File: src/core/ssbr_map.svh
`ifndef SSBR_MAP_SVH
`define SSBR_MAP_SVH
// Register byte addresses
`define SSBR_ADDR_STATUS   5'h00
`define SSBR_ADDR_CTRL1    5'h04
`define SSBR_ADDR_RELOAD   5'h08
`define SSBR_ADDR_XFER     5'h0c
`define SSBR_ADDR_REQ      5'h10
// Reset values
`define SSBR_RST_STATUS    8'h00
`define SSBR_RST_CTRL1     8'h00
`define SSBR_RST_RELOAD    8'h00
// Status fields
`define SSBR_ST_SMP        7
`define SSBR_ST_CKE        6
`define SSBR_ST_DA         5
`define SSBR_ST_STOP       4
`define SSBR_ST_START      3
`define SSBR_ST_RW         2
`define SSBR_ST_UA         1
`define SSBR_ST_BF         0
// Control one fields
`define SSBR_C1_WRITE_COLLISION       7
`define SSBR_C1_OV         6
`define SSBR_C1_EN         5
`define SSBR_C1_CKP        4
// Request register fields
`define SSBR_RQ_STOP       0
// Mode codes
`define SSBR_M_SPI_BRG     4'ha
`define SSBR_M_I2C_MST     4'h8
`define SSBR_M_SPI_SLV0    4'h4
`define SSBR_M_SPI_SLV1    4'h5
`define SSBR_M_SPI_D4      4'h0
`define SSBR_M_SPI_D16     4'h1
`define SSBR_M_SPI_D64     4'h2
`define SSBR_M_SPI_TMR     4'h3
`define SSBR_M_I2C_S7      4'h6
`define SSBR_M_I2C_S10     4'h7
`define SSBR_M_I2C_FW      4'hb
`define SSBR_M_I2C_S7I     4'he
`define SSBR_M_I2C_S10I    4'hf
// AXI responses
`define SSBR_RESP_OKAY     2'b00
`define SSBR_RESP_SLVERR   2'b10
`endif

File: src/core/ssbr_pkg.sv
package ssbr_pkg;
  typedef enum logic [2:0] {
    SSBR_IDLE,
    SSBR_STOP_SDA_LOW,
    SSBR_STOP_SCL_REL,
    SSBR_STOP_COUNT,
    SSBR_STOP_SDA_REL,
    SSBR_STOP_TAIL,
    SSBR_XFER
  } ssbr_phase_t;
endpackage

File: src/core/ssbr_core.sv
// The address map and register access over AXI4-Lite were decided locally.
`timescale 1ns/100ps
`include "ssbr_map.svh"
module ssbr_core
  import ssbr_pkg::*;
#(
  parameter int ADDR_W = 5
)(
  input  wire logic              aclk,
  input  wire logic              aresetn,
  input  wire logic [ADDR_W-1:0] s_axi_awaddr,
  input  wire logic              s_axi_awvalid,
  output logic                   s_axi_awready,
  input  wire logic [31:0]       s_axi_wdata,
  input  wire logic [3:0]        s_axi_wstrb,
  input  wire logic              s_axi_wvalid,
  output logic                   s_axi_wready,
  output logic [1:0]             s_axi_bresp,
  output logic                   s_axi_bvalid,
  input  wire logic              s_axi_bready,
  input  wire logic [ADDR_W-1:0] s_axi_araddr,
  input  wire logic              s_axi_arvalid,
  output logic                   s_axi_arready,
  output logic [31:0]            s_axi_rdata,
  output logic [1:0]             s_axi_rresp,
  output logic                   s_axi_rvalid,
  input  wire logic              s_axi_rready,
  input  wire logic              scl_i,
  output logic                   scl_o,
  output logic                   scl_oe_n,
  input  wire logic              sda_i,
  output logic                   sda_o,
  output logic                   sda_oe_n,
  input  wire logic              rx_byte_done,
  input  wire logic              rx_byte_is_data,
  input  wire logic              addr_match,
  input  wire logic              addr_rw,
  input  wire logic              nack_seen,
  input  wire logic              addr_update,
  output logic                   port_pins_sel,
  output logic                   slew_ctrl_en,
  output logic                   smbus_levels,
  output logic                   spi_sample_end,
  output logic                   spi_launch_idle,
  output logic                   bus_collision_flag,
  output logic                   port_event_flag,
  output logic                   baud_tick
);

  initial
  begin
    if (ADDR_W < 5)
      $error("ADDR_W too small");
  end

  // ==========================================================
  // State
  // ==========================================================
  typedef struct packed {
    logic [1:0]  scl_sync;
    logic [1:0]  sda_sync;
    logic        scl_prev;
    logic        sda_prev;
    logic [7:0]  status;
    logic [7:0]  ctrl1;
    logic [7:0]  reload;
    logic [7:0]  xfer_buffer;
    logic        stop_request;
    logic [7:0]  baud_counter;
    logic [3:0]  bit_cnt;
    logic        half;
    ssbr_phase_t phase;
    logic        aw_held;
    logic        w_held;
    logic [ADDR_W-1:0] awaddr;
    logic [31:0] wdata;
    logic [3:0]  wstrb;
    logic        bvalid;
    logic [1:0]  bresp;
    logic        rvalid;
    logic [31:0] rdata;
    logic [1:0]  rresp;
    logic        scl_o;
    logic        scl_oe_n;
    logic        sda_oe_n;
    logic        bcl;
    logic        pev;
    logic        tick;
  } ssbr_state_t;

  ssbr_state_t st;
  ssbr_state_t next_st;

  logic scl_s;
  logic sda_s;
  logic en;
  logic two_wire;
  logic count_zero;
  logic wr_go;
  logic [3:0] mode;
  logic [4:0] wa;
  logic [4:0] ra;

  // Five-bit decode so the request register does not alias the status one
  assign wa         = st.awaddr[4:0];
  assign ra         = s_axi_araddr[4:0];
  assign scl_s      = st.scl_sync[1];
  assign sda_s      = st.sda_sync[1];
  assign en         = st.ctrl1[`SSBR_C1_EN];
  assign mode       = st.ctrl1[3:0];
  assign two_wire   = (mode >= `SSBR_M_I2C_S7) && (mode != `SSBR_M_SPI_BRG);
  assign count_zero = (st.baud_counter == 8'h00);
  assign wr_go      = st.aw_held && st.w_held && !st.bvalid;

  // ==========================================================
  // Next state
  // ==========================================================
  always_comb
  begin
    next_st          = st;
    next_st.scl_sync = {st.scl_sync[0], scl_i};
    next_st.sda_sync = {st.sda_sync[0], sda_i};
    next_st.scl_prev = scl_s;
    next_st.sda_prev = sda_s;
    next_st.tick     = 1'b0;
    next_st.bcl      = 1'b0;
    next_st.pev      = 1'b0;

    // Bus conditions seen on the lines
    if (scl_s && st.scl_prev && st.sda_prev && !sda_s)
    begin
      next_st.status[`SSBR_ST_START] = 1'b1;
      next_st.status[`SSBR_ST_STOP]  = 1'b0;
    end
    if (scl_s && st.scl_prev && !st.sda_prev && sda_s)
    begin
      next_st.status[`SSBR_ST_STOP]  = 1'b1;
      next_st.status[`SSBR_ST_START] = 1'b0;
    end

    // Slave side status from the shifter
    if (rx_byte_done)
    begin
      next_st.status[`SSBR_ST_DA] = rx_byte_is_data;
      if (st.status[`SSBR_ST_BF])
        next_st.ctrl1[`SSBR_C1_OV] = (mode != `SSBR_M_SPI_D4) && (mode != `SSBR_M_SPI_D16)
          && (mode != `SSBR_M_SPI_D64) && (mode != `SSBR_M_SPI_BRG)
          && (mode != `SSBR_M_SPI_TMR);
      else
        next_st.status[`SSBR_ST_BF] = 1'b1;
    end
    if (addr_match && mode != `SSBR_M_I2C_MST)
      next_st.status[`SSBR_ST_RW] = addr_rw;
    else if (nack_seen && mode != `SSBR_M_I2C_MST)
      next_st.status[`SSBR_ST_RW] = 1'b0;
    if (addr_update && (mode == `SSBR_M_I2C_S10 || mode == `SSBR_M_I2C_S10I))
      next_st.status[`SSBR_ST_UA] = 1'b1;

    // Baud counter
    if (st.phase != SSBR_IDLE && !count_zero)
      next_st.baud_counter = st.baud_counter - 8'h01;

    unique case (st.phase)
      SSBR_IDLE:
      begin
        next_st.sda_oe_n = 1'b1;
      end
      SSBR_STOP_SDA_LOW:
      begin
        next_st.sda_oe_n = 1'b0;
        if (!sda_s)
        begin
          next_st.scl_oe_n = 1'b1;
          next_st.phase    = SSBR_STOP_SCL_REL;
        end
      end
      SSBR_STOP_SCL_REL:
      begin
        if (scl_s)
        begin
          next_st.baud_counter = st.reload;
          next_st.phase        = SSBR_STOP_COUNT;
        end
      end
      SSBR_STOP_COUNT:
      begin
        if (!scl_s)
          next_st.bcl = 1'b1;
        else if (count_zero)
        begin
          next_st.sda_oe_n     = 1'b1;
          next_st.baud_counter = st.reload;
          next_st.phase        = SSBR_STOP_SDA_REL;
        end
      end
      SSBR_STOP_SDA_REL:
      begin
        if (!scl_s && !sda_s)
          next_st.bcl = 1'b1;
        else if (count_zero)
        begin
          if (!sda_s)
            next_st.bcl = 1'b1;
          else
          begin
            next_st.baud_counter = st.reload;
            next_st.phase        = SSBR_STOP_TAIL;
          end
        end
      end
      SSBR_STOP_TAIL:
      begin
        if (count_zero)
        begin
          next_st.stop_request = 1'b0;
          next_st.pev          = 1'b1;
          next_st.phase        = SSBR_IDLE;
        end
      end
      SSBR_XFER:
      begin
        if (count_zero)
        begin
          next_st.tick         = 1'b1;
          next_st.baud_counter = st.reload;
          next_st.half         = !st.half;
          if (two_wire)
            next_st.scl_oe_n = st.half;
          else
            next_st.scl_o = !st.scl_o;
          if (st.half)
            next_st.bit_cnt = st.bit_cnt + 4'h1;
          if (st.half && st.bit_cnt == 4'h7)
          begin
            next_st.phase               = SSBR_IDLE;
            next_st.status[`SSBR_ST_BF] = 1'b0;
          end
        end
      end
      default:
      begin
        next_st.phase = SSBR_IDLE;
      end
    endcase

    if (next_st.bcl)
    begin
      next_st.phase        = SSBR_IDLE;
      next_st.stop_request = 1'b0;
      next_st.sda_oe_n     = 1'b1;
      next_st.scl_oe_n     = 1'b1;
      next_st.status[`SSBR_ST_BF] = 1'b0;
    end

    // AXI write channel
    if (s_axi_awvalid && !st.aw_held)
    begin
      next_st.aw_held = 1'b1;
      next_st.awaddr  = s_axi_awaddr;
    end
    if (s_axi_wvalid && !st.w_held)
    begin
      next_st.w_held = 1'b1;
      next_st.wdata  = s_axi_wdata;
      next_st.wstrb  = s_axi_wstrb;
    end
    if (wr_go)
    begin
      next_st.aw_held = 1'b0;
      next_st.w_held  = 1'b0;
      next_st.bvalid  = 1'b1;
      next_st.bresp   = `SSBR_RESP_OKAY;
      if (st.wstrb[0])
      begin
        unique case (wa)
          `SSBR_ADDR_STATUS:
          begin
            next_st.status[7:6] = st.wdata[7:6];
          end
          `SSBR_ADDR_CTRL1:
          begin
            next_st.ctrl1[5:0] = st.wdata[5:0];
            if (!st.wdata[`SSBR_C1_WRITE_COLLISION] && !next_st.ctrl1[`SSBR_C1_WRITE_COLLISION])
              next_st.ctrl1[`SSBR_C1_WRITE_COLLISION] = 1'b0;
            else if (!st.wdata[`SSBR_C1_WRITE_COLLISION])
              next_st.ctrl1[`SSBR_C1_WRITE_COLLISION] = 1'b0;
            if (!st.wdata[`SSBR_C1_OV] && !(rx_byte_done && st.status[`SSBR_ST_BF]))
              next_st.ctrl1[`SSBR_C1_OV] = 1'b0;
            if (!st.wdata[`SSBR_C1_EN])
            begin
              next_st.status[`SSBR_ST_STOP]  = 1'b0;
              next_st.status[`SSBR_ST_START] = 1'b0;
              next_st.phase                  = SSBR_IDLE;
            end
          end
          `SSBR_ADDR_RELOAD:
          begin
            next_st.reload = st.wdata[7:0];
            next_st.status[`SSBR_ST_UA] = 1'b0;
          end
          `SSBR_ADDR_XFER:
          begin
            if (st.phase != SSBR_IDLE || st.stop_request)
              next_st.ctrl1[`SSBR_C1_WRITE_COLLISION] = 1'b1;
            else if (en)
            begin
              next_st.xfer_buffer  = st.wdata[7:0];
              next_st.baud_counter = st.reload;
              next_st.bit_cnt      = 4'h0;
              next_st.half         = 1'b0;
              next_st.phase        = SSBR_XFER;
              next_st.status[`SSBR_ST_BF] = two_wire;
            end
          end
          `SSBR_ADDR_REQ:
          begin
            next_st.bresp = `SSBR_RESP_OKAY;
          end
          default:
          begin
            next_st.bresp = `SSBR_RESP_SLVERR;
          end
        endcase
      end
      if (wa == `SSBR_ADDR_REQ && st.wstrb[0]
          && st.wdata[`SSBR_RQ_STOP] && st.phase == SSBR_IDLE && en
          && mode == `SSBR_M_I2C_MST)
      begin
        next_st.stop_request = 1'b1;
        next_st.phase        = SSBR_STOP_SDA_LOW;
      end
    end
    if (st.bvalid && s_axi_bready)
      next_st.bvalid = 1'b0;

    // AXI read channel
    if (s_axi_arvalid && !st.rvalid)
    begin
      next_st.rvalid = 1'b1;
      next_st.rresp  = `SSBR_RESP_OKAY;
      next_st.rdata  = 32'h0000_0000;
      unique case (ra)
        `SSBR_ADDR_STATUS: next_st.rdata[7:0] = {st.status[7:3],
          (mode == `SSBR_M_I2C_MST) ? (st.phase == SSBR_XFER) : st.status[2],
          st.status[1:0]};
        `SSBR_ADDR_CTRL1:  next_st.rdata[7:0] = st.ctrl1;
        `SSBR_ADDR_RELOAD: next_st.rdata[7:0] = st.reload;
        `SSBR_ADDR_XFER:
        begin
          next_st.rdata[7:0]          = st.xfer_buffer;
          next_st.status[`SSBR_ST_BF] = rx_byte_done; // Read empties buffer
        end
        `SSBR_ADDR_REQ:
          next_st.rdata[0] = st.stop_request;
        default: next_st.rresp = `SSBR_RESP_SLVERR;
      endcase
    end
    if (st.rvalid && s_axi_rready)
      next_st.rvalid = 1'b0;

    if (!en)
    begin
      next_st.scl_oe_n = 1'b1;
      next_st.sda_oe_n = 1'b1;
      next_st.scl_o    = st.ctrl1[`SSBR_C1_CKP];
    end
    else if (!two_wire && st.phase == SSBR_IDLE)
      next_st.scl_o = st.ctrl1[`SSBR_C1_CKP];
    else if (two_wire && mode != `SSBR_M_I2C_MST && st.phase == SSBR_IDLE)
      next_st.scl_oe_n = st.ctrl1[`SSBR_C1_CKP];
  end

  always_ff @(posedge aclk)
  begin
    if (!aresetn)
    begin
      st          <= '0;
      st.status   <= `SSBR_RST_STATUS;
      st.ctrl1    <= `SSBR_RST_CTRL1;
      st.reload   <= `SSBR_RST_RELOAD;
      st.scl_sync <= 2'b11;
      st.sda_sync <= 2'b11;
      st.scl_prev <= 1'b1;
      st.sda_prev <= 1'b1;
      st.scl_oe_n <= 1'b1;
      st.sda_oe_n <= 1'b1;
      st.phase    <= SSBR_IDLE;
    end
    else
      st <= next_st;
  end

  // ==========================================================
  // Outputs
  // ==========================================================
  assign s_axi_awready      = !st.aw_held;
  assign s_axi_wready       = !st.w_held;
  assign s_axi_bvalid       = st.bvalid;
  assign s_axi_bresp        = st.bresp;
  assign s_axi_arready      = !st.rvalid;
  assign s_axi_rvalid       = st.rvalid;
  assign s_axi_rdata        = st.rdata;
  assign s_axi_rresp        = st.rresp;
  assign scl_o              = st.scl_o;
  assign scl_oe_n           = st.scl_oe_n;
  assign sda_o              = 1'b0;
  assign sda_oe_n           = st.sda_oe_n;
  assign port_pins_sel      = st.ctrl1[`SSBR_C1_EN];
  assign slew_ctrl_en       = !st.status[`SSBR_ST_SMP];
  assign smbus_levels       = st.status[`SSBR_ST_CKE];
  assign spi_sample_end     = st.status[`SSBR_ST_SMP];
  assign spi_launch_idle    = st.status[`SSBR_ST_CKE];
  assign bus_collision_flag = st.bcl;
  assign port_event_flag    = st.pev;
  assign baud_tick          = st.tick;
endmodule

File: config.mk
export PLATFORM = sky130hd
export DESIGN_NAME = ssbr_core
export DESIGN_NICKNAME = d
export VERILOG_FILES = /design/src/core/ssbr_pkg.sv /design/src/core/ssbr_core.sv
export VERILOG_INCLUDE_DIRS = /design/src /design/src/core
export SDC_FILE = /design/constraint.sdc
export NUM_CORES = 1
export LEC_CHECK = 0
export BUFFER_PORTS_ARGS = -buffer_cell sky130_fd_sc_hd__buf_4
export CAP_MARGIN = 30
export CORE_AREA = 2 2 107 109
export DETAILED_ROUTE_END_ITERATION = 10
export DIE_AREA = 0 0 109 111
export PLACE_DENSITY = 0.75
export SYNTH_ARGS = -nofsm -noshare
export SYNTH_HDL_FRONTEND = slang
export SYNTH_SLANG_ARGS = --single-unit
File: constraint.sdc
create_clock -name aclk -period 3.1 [get_ports aclk]
set_input_delay 0.31 -clock aclk [delete_from_list [all_inputs] [get_ports aclk]]
set_output_delay 0.31 -clock aclk [all_outputs]
set_load 0.05 [all_outputs]
==> results.md <==
- Largest net degree at the start of global routing: 46
- Critical hold path startpoint: s_axi_rready
- Chip width: between 100 and 150 microns
- Count of warnings emitted by yosys: 0
- Post-layout minimum cycle time: 2.47 ns
- P_leak: 2.14 nW
- Initial core utilization: 41.7%
- Fraction of registers with async set or reset after synthesis: 0%
- Seq/Total Area, Yosys: around two fifths
- Number of storage elements in the synthesis netlist: between 80 and 90
- Required time of the critical path: around 3.4 ns
- Mapped Avg Cell Area: 8.35 sq um
- Power share of the clock group: around 47%
- Number of synthesized flops with an enable pin: 0
- Reg2Reg Launch Point: wa[0]$_SDFFE_PN0P_
- Global-route wire length before repair: 19300 microns
- Register area: 1780 sq um
- Slew Limit Fails: 0
- Post-route antenna net violation count: 0
- Final TNS setup: 0 ns
- Type of the tightest min-delay check: input pin to flip-flop
- Fraction of the core area covered by cells at the end of the flow: around 48%
- Number of antenna violations at the first check in global routing: 0
- Number of H-tree branching levels: 3
- Slew of the pin with the lowest slew margin: 0.686 ns
- Placed wire-length estimate after detailed placement: 8500 microns
- Floorplan die area: 12100 sq um
- TritonCTS buffer count: 9
- Netlist area before placement: about 4600 sq um
- Max-cap violations: 0
- Setup crit start: wa[0]$_SDFFE_PN0P_
- Iteration-0 DRC Markers: roughly 280
- Combined global-route utilization of all metal layers: 20.1%
- Instance area after placement: around 5000 sq um
- Number of ports placed on the die boundary: 114
- Final worst path period share: between 70% and 80%
- Clock root buffer master: clkbuf_16
- Startpoint type of the worst setup path: flip-flop
- Number of nets in the finished design: roughly 650
- Final-layout fill cell count: slightly above 1000
- Normalized max-slew margin: 53.9%
- Vertical die dimension: roughly 110 microns
- Number of setup violations in the final report: 0
- Max Freq: 0.404 GHz
- Area of all placed cells without fillers: ~5300 sq um
- Final WL: roughly 12000 microns
- Gate Count Post-Synth: 553
- Detail-routed net length per standard cell: between 15 and 20 microns
- Area of the core: 11100 sq um
- Share of cells above drive strength 1: 18.3%
- Dominant cells by area after synthesis: dfxtp_1, nand2_1, buf_4
- Via count: about 4100
- Most frequent cells in the layout: dfxtp_1, nand2_1, buf_4
- Multi-input gate area: around 2400 sq um
- 1st-pass router iterations: 5
- Critical-path maximum fanout: 11
- Relative area change from synthesis to final layout: 15.1%
- Switching power summed over all nets: 0.680 mW
- Logic gate share of total power: 9.0%
- Clock transition at the registers of the reported paths: 0.07 ns
- Worst-case clock buffer depth: 2
- Via/cell ratio: ~5.6
- Clock Latency Late Sink: approximately 0.34 ns
- Count of final hold-check violations: 0
- Final GP Congestion: between 0.9 and 1
- Unrepaired setup endpoints after global routing: no
- Resized cells post-CTS: 0
- Flip-flop cell with the highest count after synthesis: dfxtp_1
- Library cells used by synthesis: just under 80
- Pwr Density: about 520 nW/um^2
- TritonCTS clock tree: done
- Critical path capture point type: flip-flop
- Internal power consumption: roughly 2.1 mW
- Worst Clk Skew: roughly 0.0057 ns
- Number of sinks handled by clock tree synthesis: 89
- Worst setup path category: flip-flop to flip-flop
- Vias in the first global route: roughly 3800
- Hold buffer count at CTS: 0
- Run status: complete, no violations
- Area share of the leading cell type in the synthesized netlist: between 30 and 40%
- Worst endpoint data arrival time: about 2.8 ns
- Sw Ratio: 24.8%
- Highest ir drop seen on vdd: about 0.28 mV
- Number of diodes: 0
- Total power consumption of the routed design: around 2.7 mW
- Final routed DRC violation total: 0
- Standard-cell row count: 39
- IO Port Bufs: just under 60
- Area leader, netlist: dfxtp_1
- Sequential share of power: 43.7%
- Grt total ovfl: 0
- Post-CTS setup buffers: 0
- Most common library cell in the layout ignoring fill and taps: dfxtp_1
[metrics by stage]
stage | worst slack [ns] | cells | hold slack (ns)
2_1_floorplan | 0.817 | 579 | 0.386
3_3_place_gp | 0.675 | 723 | 0.400
3_5_place_dp | 0.660 | 723 | 0.401
4_1_cts | 0.642 | 739 | 0.141
5_1_grt | 0.510 | 739 | 0.147
6_report | 0.625 | 739 | 0.141
[synthesized netlist by cell type (3+ instances only)]
cell and n:
a21oi_1 45, mux2i_1 20, nand2b_1 10, nor4_1 4, o211ai_1 3, nor2_1 44, o21a_1 5, nand3b_1 3
or4_1 4, buf_6 3, or3_1 5, buf_4 39, nor2b_1 6, o21ai_0 27, dfxtp_1 89, inv_1 12
o2111ai_1 3, a211oi_1 4, a311oi_1 3, nand2_1 81, nand3_1 18, xnor2_1 3, nor3_1 10, a22oi_1 6
a31oi_1 6, xor2_1 3, and3_1 4, clkbuf_1 19, o31ai_1 4, nor4bb_1 3, nor3b_1 4
[state kept, by name, summed over array words and instances, names as in the netlist]
register / cells
s_axi_rdata: 8
st: 55
scl_o: 1
sda_oe_n: 1
s_axi_bvalid: 1
s_axi_rvalid: 1
scl_oe_n: 1
s_axi_bresp: 1
next_st: 4
baud_tick: 1
mode: 4
s_axi_rresp: 1
smbus_levels: 1
spi_sample_end: 1
wa: 5
bus_collision_flag: 1
port_event_flag: 1
port_pins_sel: 1
[power by group through the flow]
stage,Sequential (mW),Combinational (mW),Clock (mW)
after global routing,1.20,0.265,1.36
after floorplan,1.22,0.210,0
after global placement,1.22,0.241,0
after CTS,1.20,0.247,1.31
final,1.20,0.246,1.30
after detailed placement,1.22,0.245,0
[cell families after synthesis]
family | share of synthesized area [%]
other | 0.0812
buffers and inverters | 10.9
AO/OA/AOI/OAI | 18.9
flip-flops | 38.6
adder cells (fa/ha/maj) | 0.542
multiplexers | 5.56
XOR/XNOR | 1.14
AND/OR/NAND/NOR | 24.3
[per-layer routing]
metal	up-vias	part of all wire [%]	routed length (microns)	GRT usage (%)
met4	0	1.7	197	7.18
met3	16	7.2	847	3.76
li1	1985	-	-	-
met1	1925	44	5160	27.2
met2	179	47	5530	31.6
met5	-	0	0	0
[worst paths after layout]
check                               to  cells after the start  slack, ns
max                  st[96]$_SDFF_PN0_                      5       0.63
max reg2reg          st[96]$_SDFF_PN0_                      5       0.63
min          s_axi_rvalid$_SDFFE_PP0P_                      2       0.14
min reg2reg    next_st[137]$_SDFF_PN1_                      1       0.42
[final cells by class]
class | instances | area share (%)
tap | 143 | 3.37
inverter | 14 | 1.22
multi-input combinational | 410 | 45.7
clock inverter | 6 | 2.24
sequential | 89 | 33.5
clock buffer | 10 | 4.50
timing repair buffer | 67 | 9.46
[worst max-delay path, stage by stage, from the launching register on]
cell and delay [ns]:
dfxtp_1 0.35, or4b_4 0.59, or4_4 0.67, o21ai_1 0.42
a22o_2 0.26, a22o_2 0.13
(Power assumes the default switching activity.)
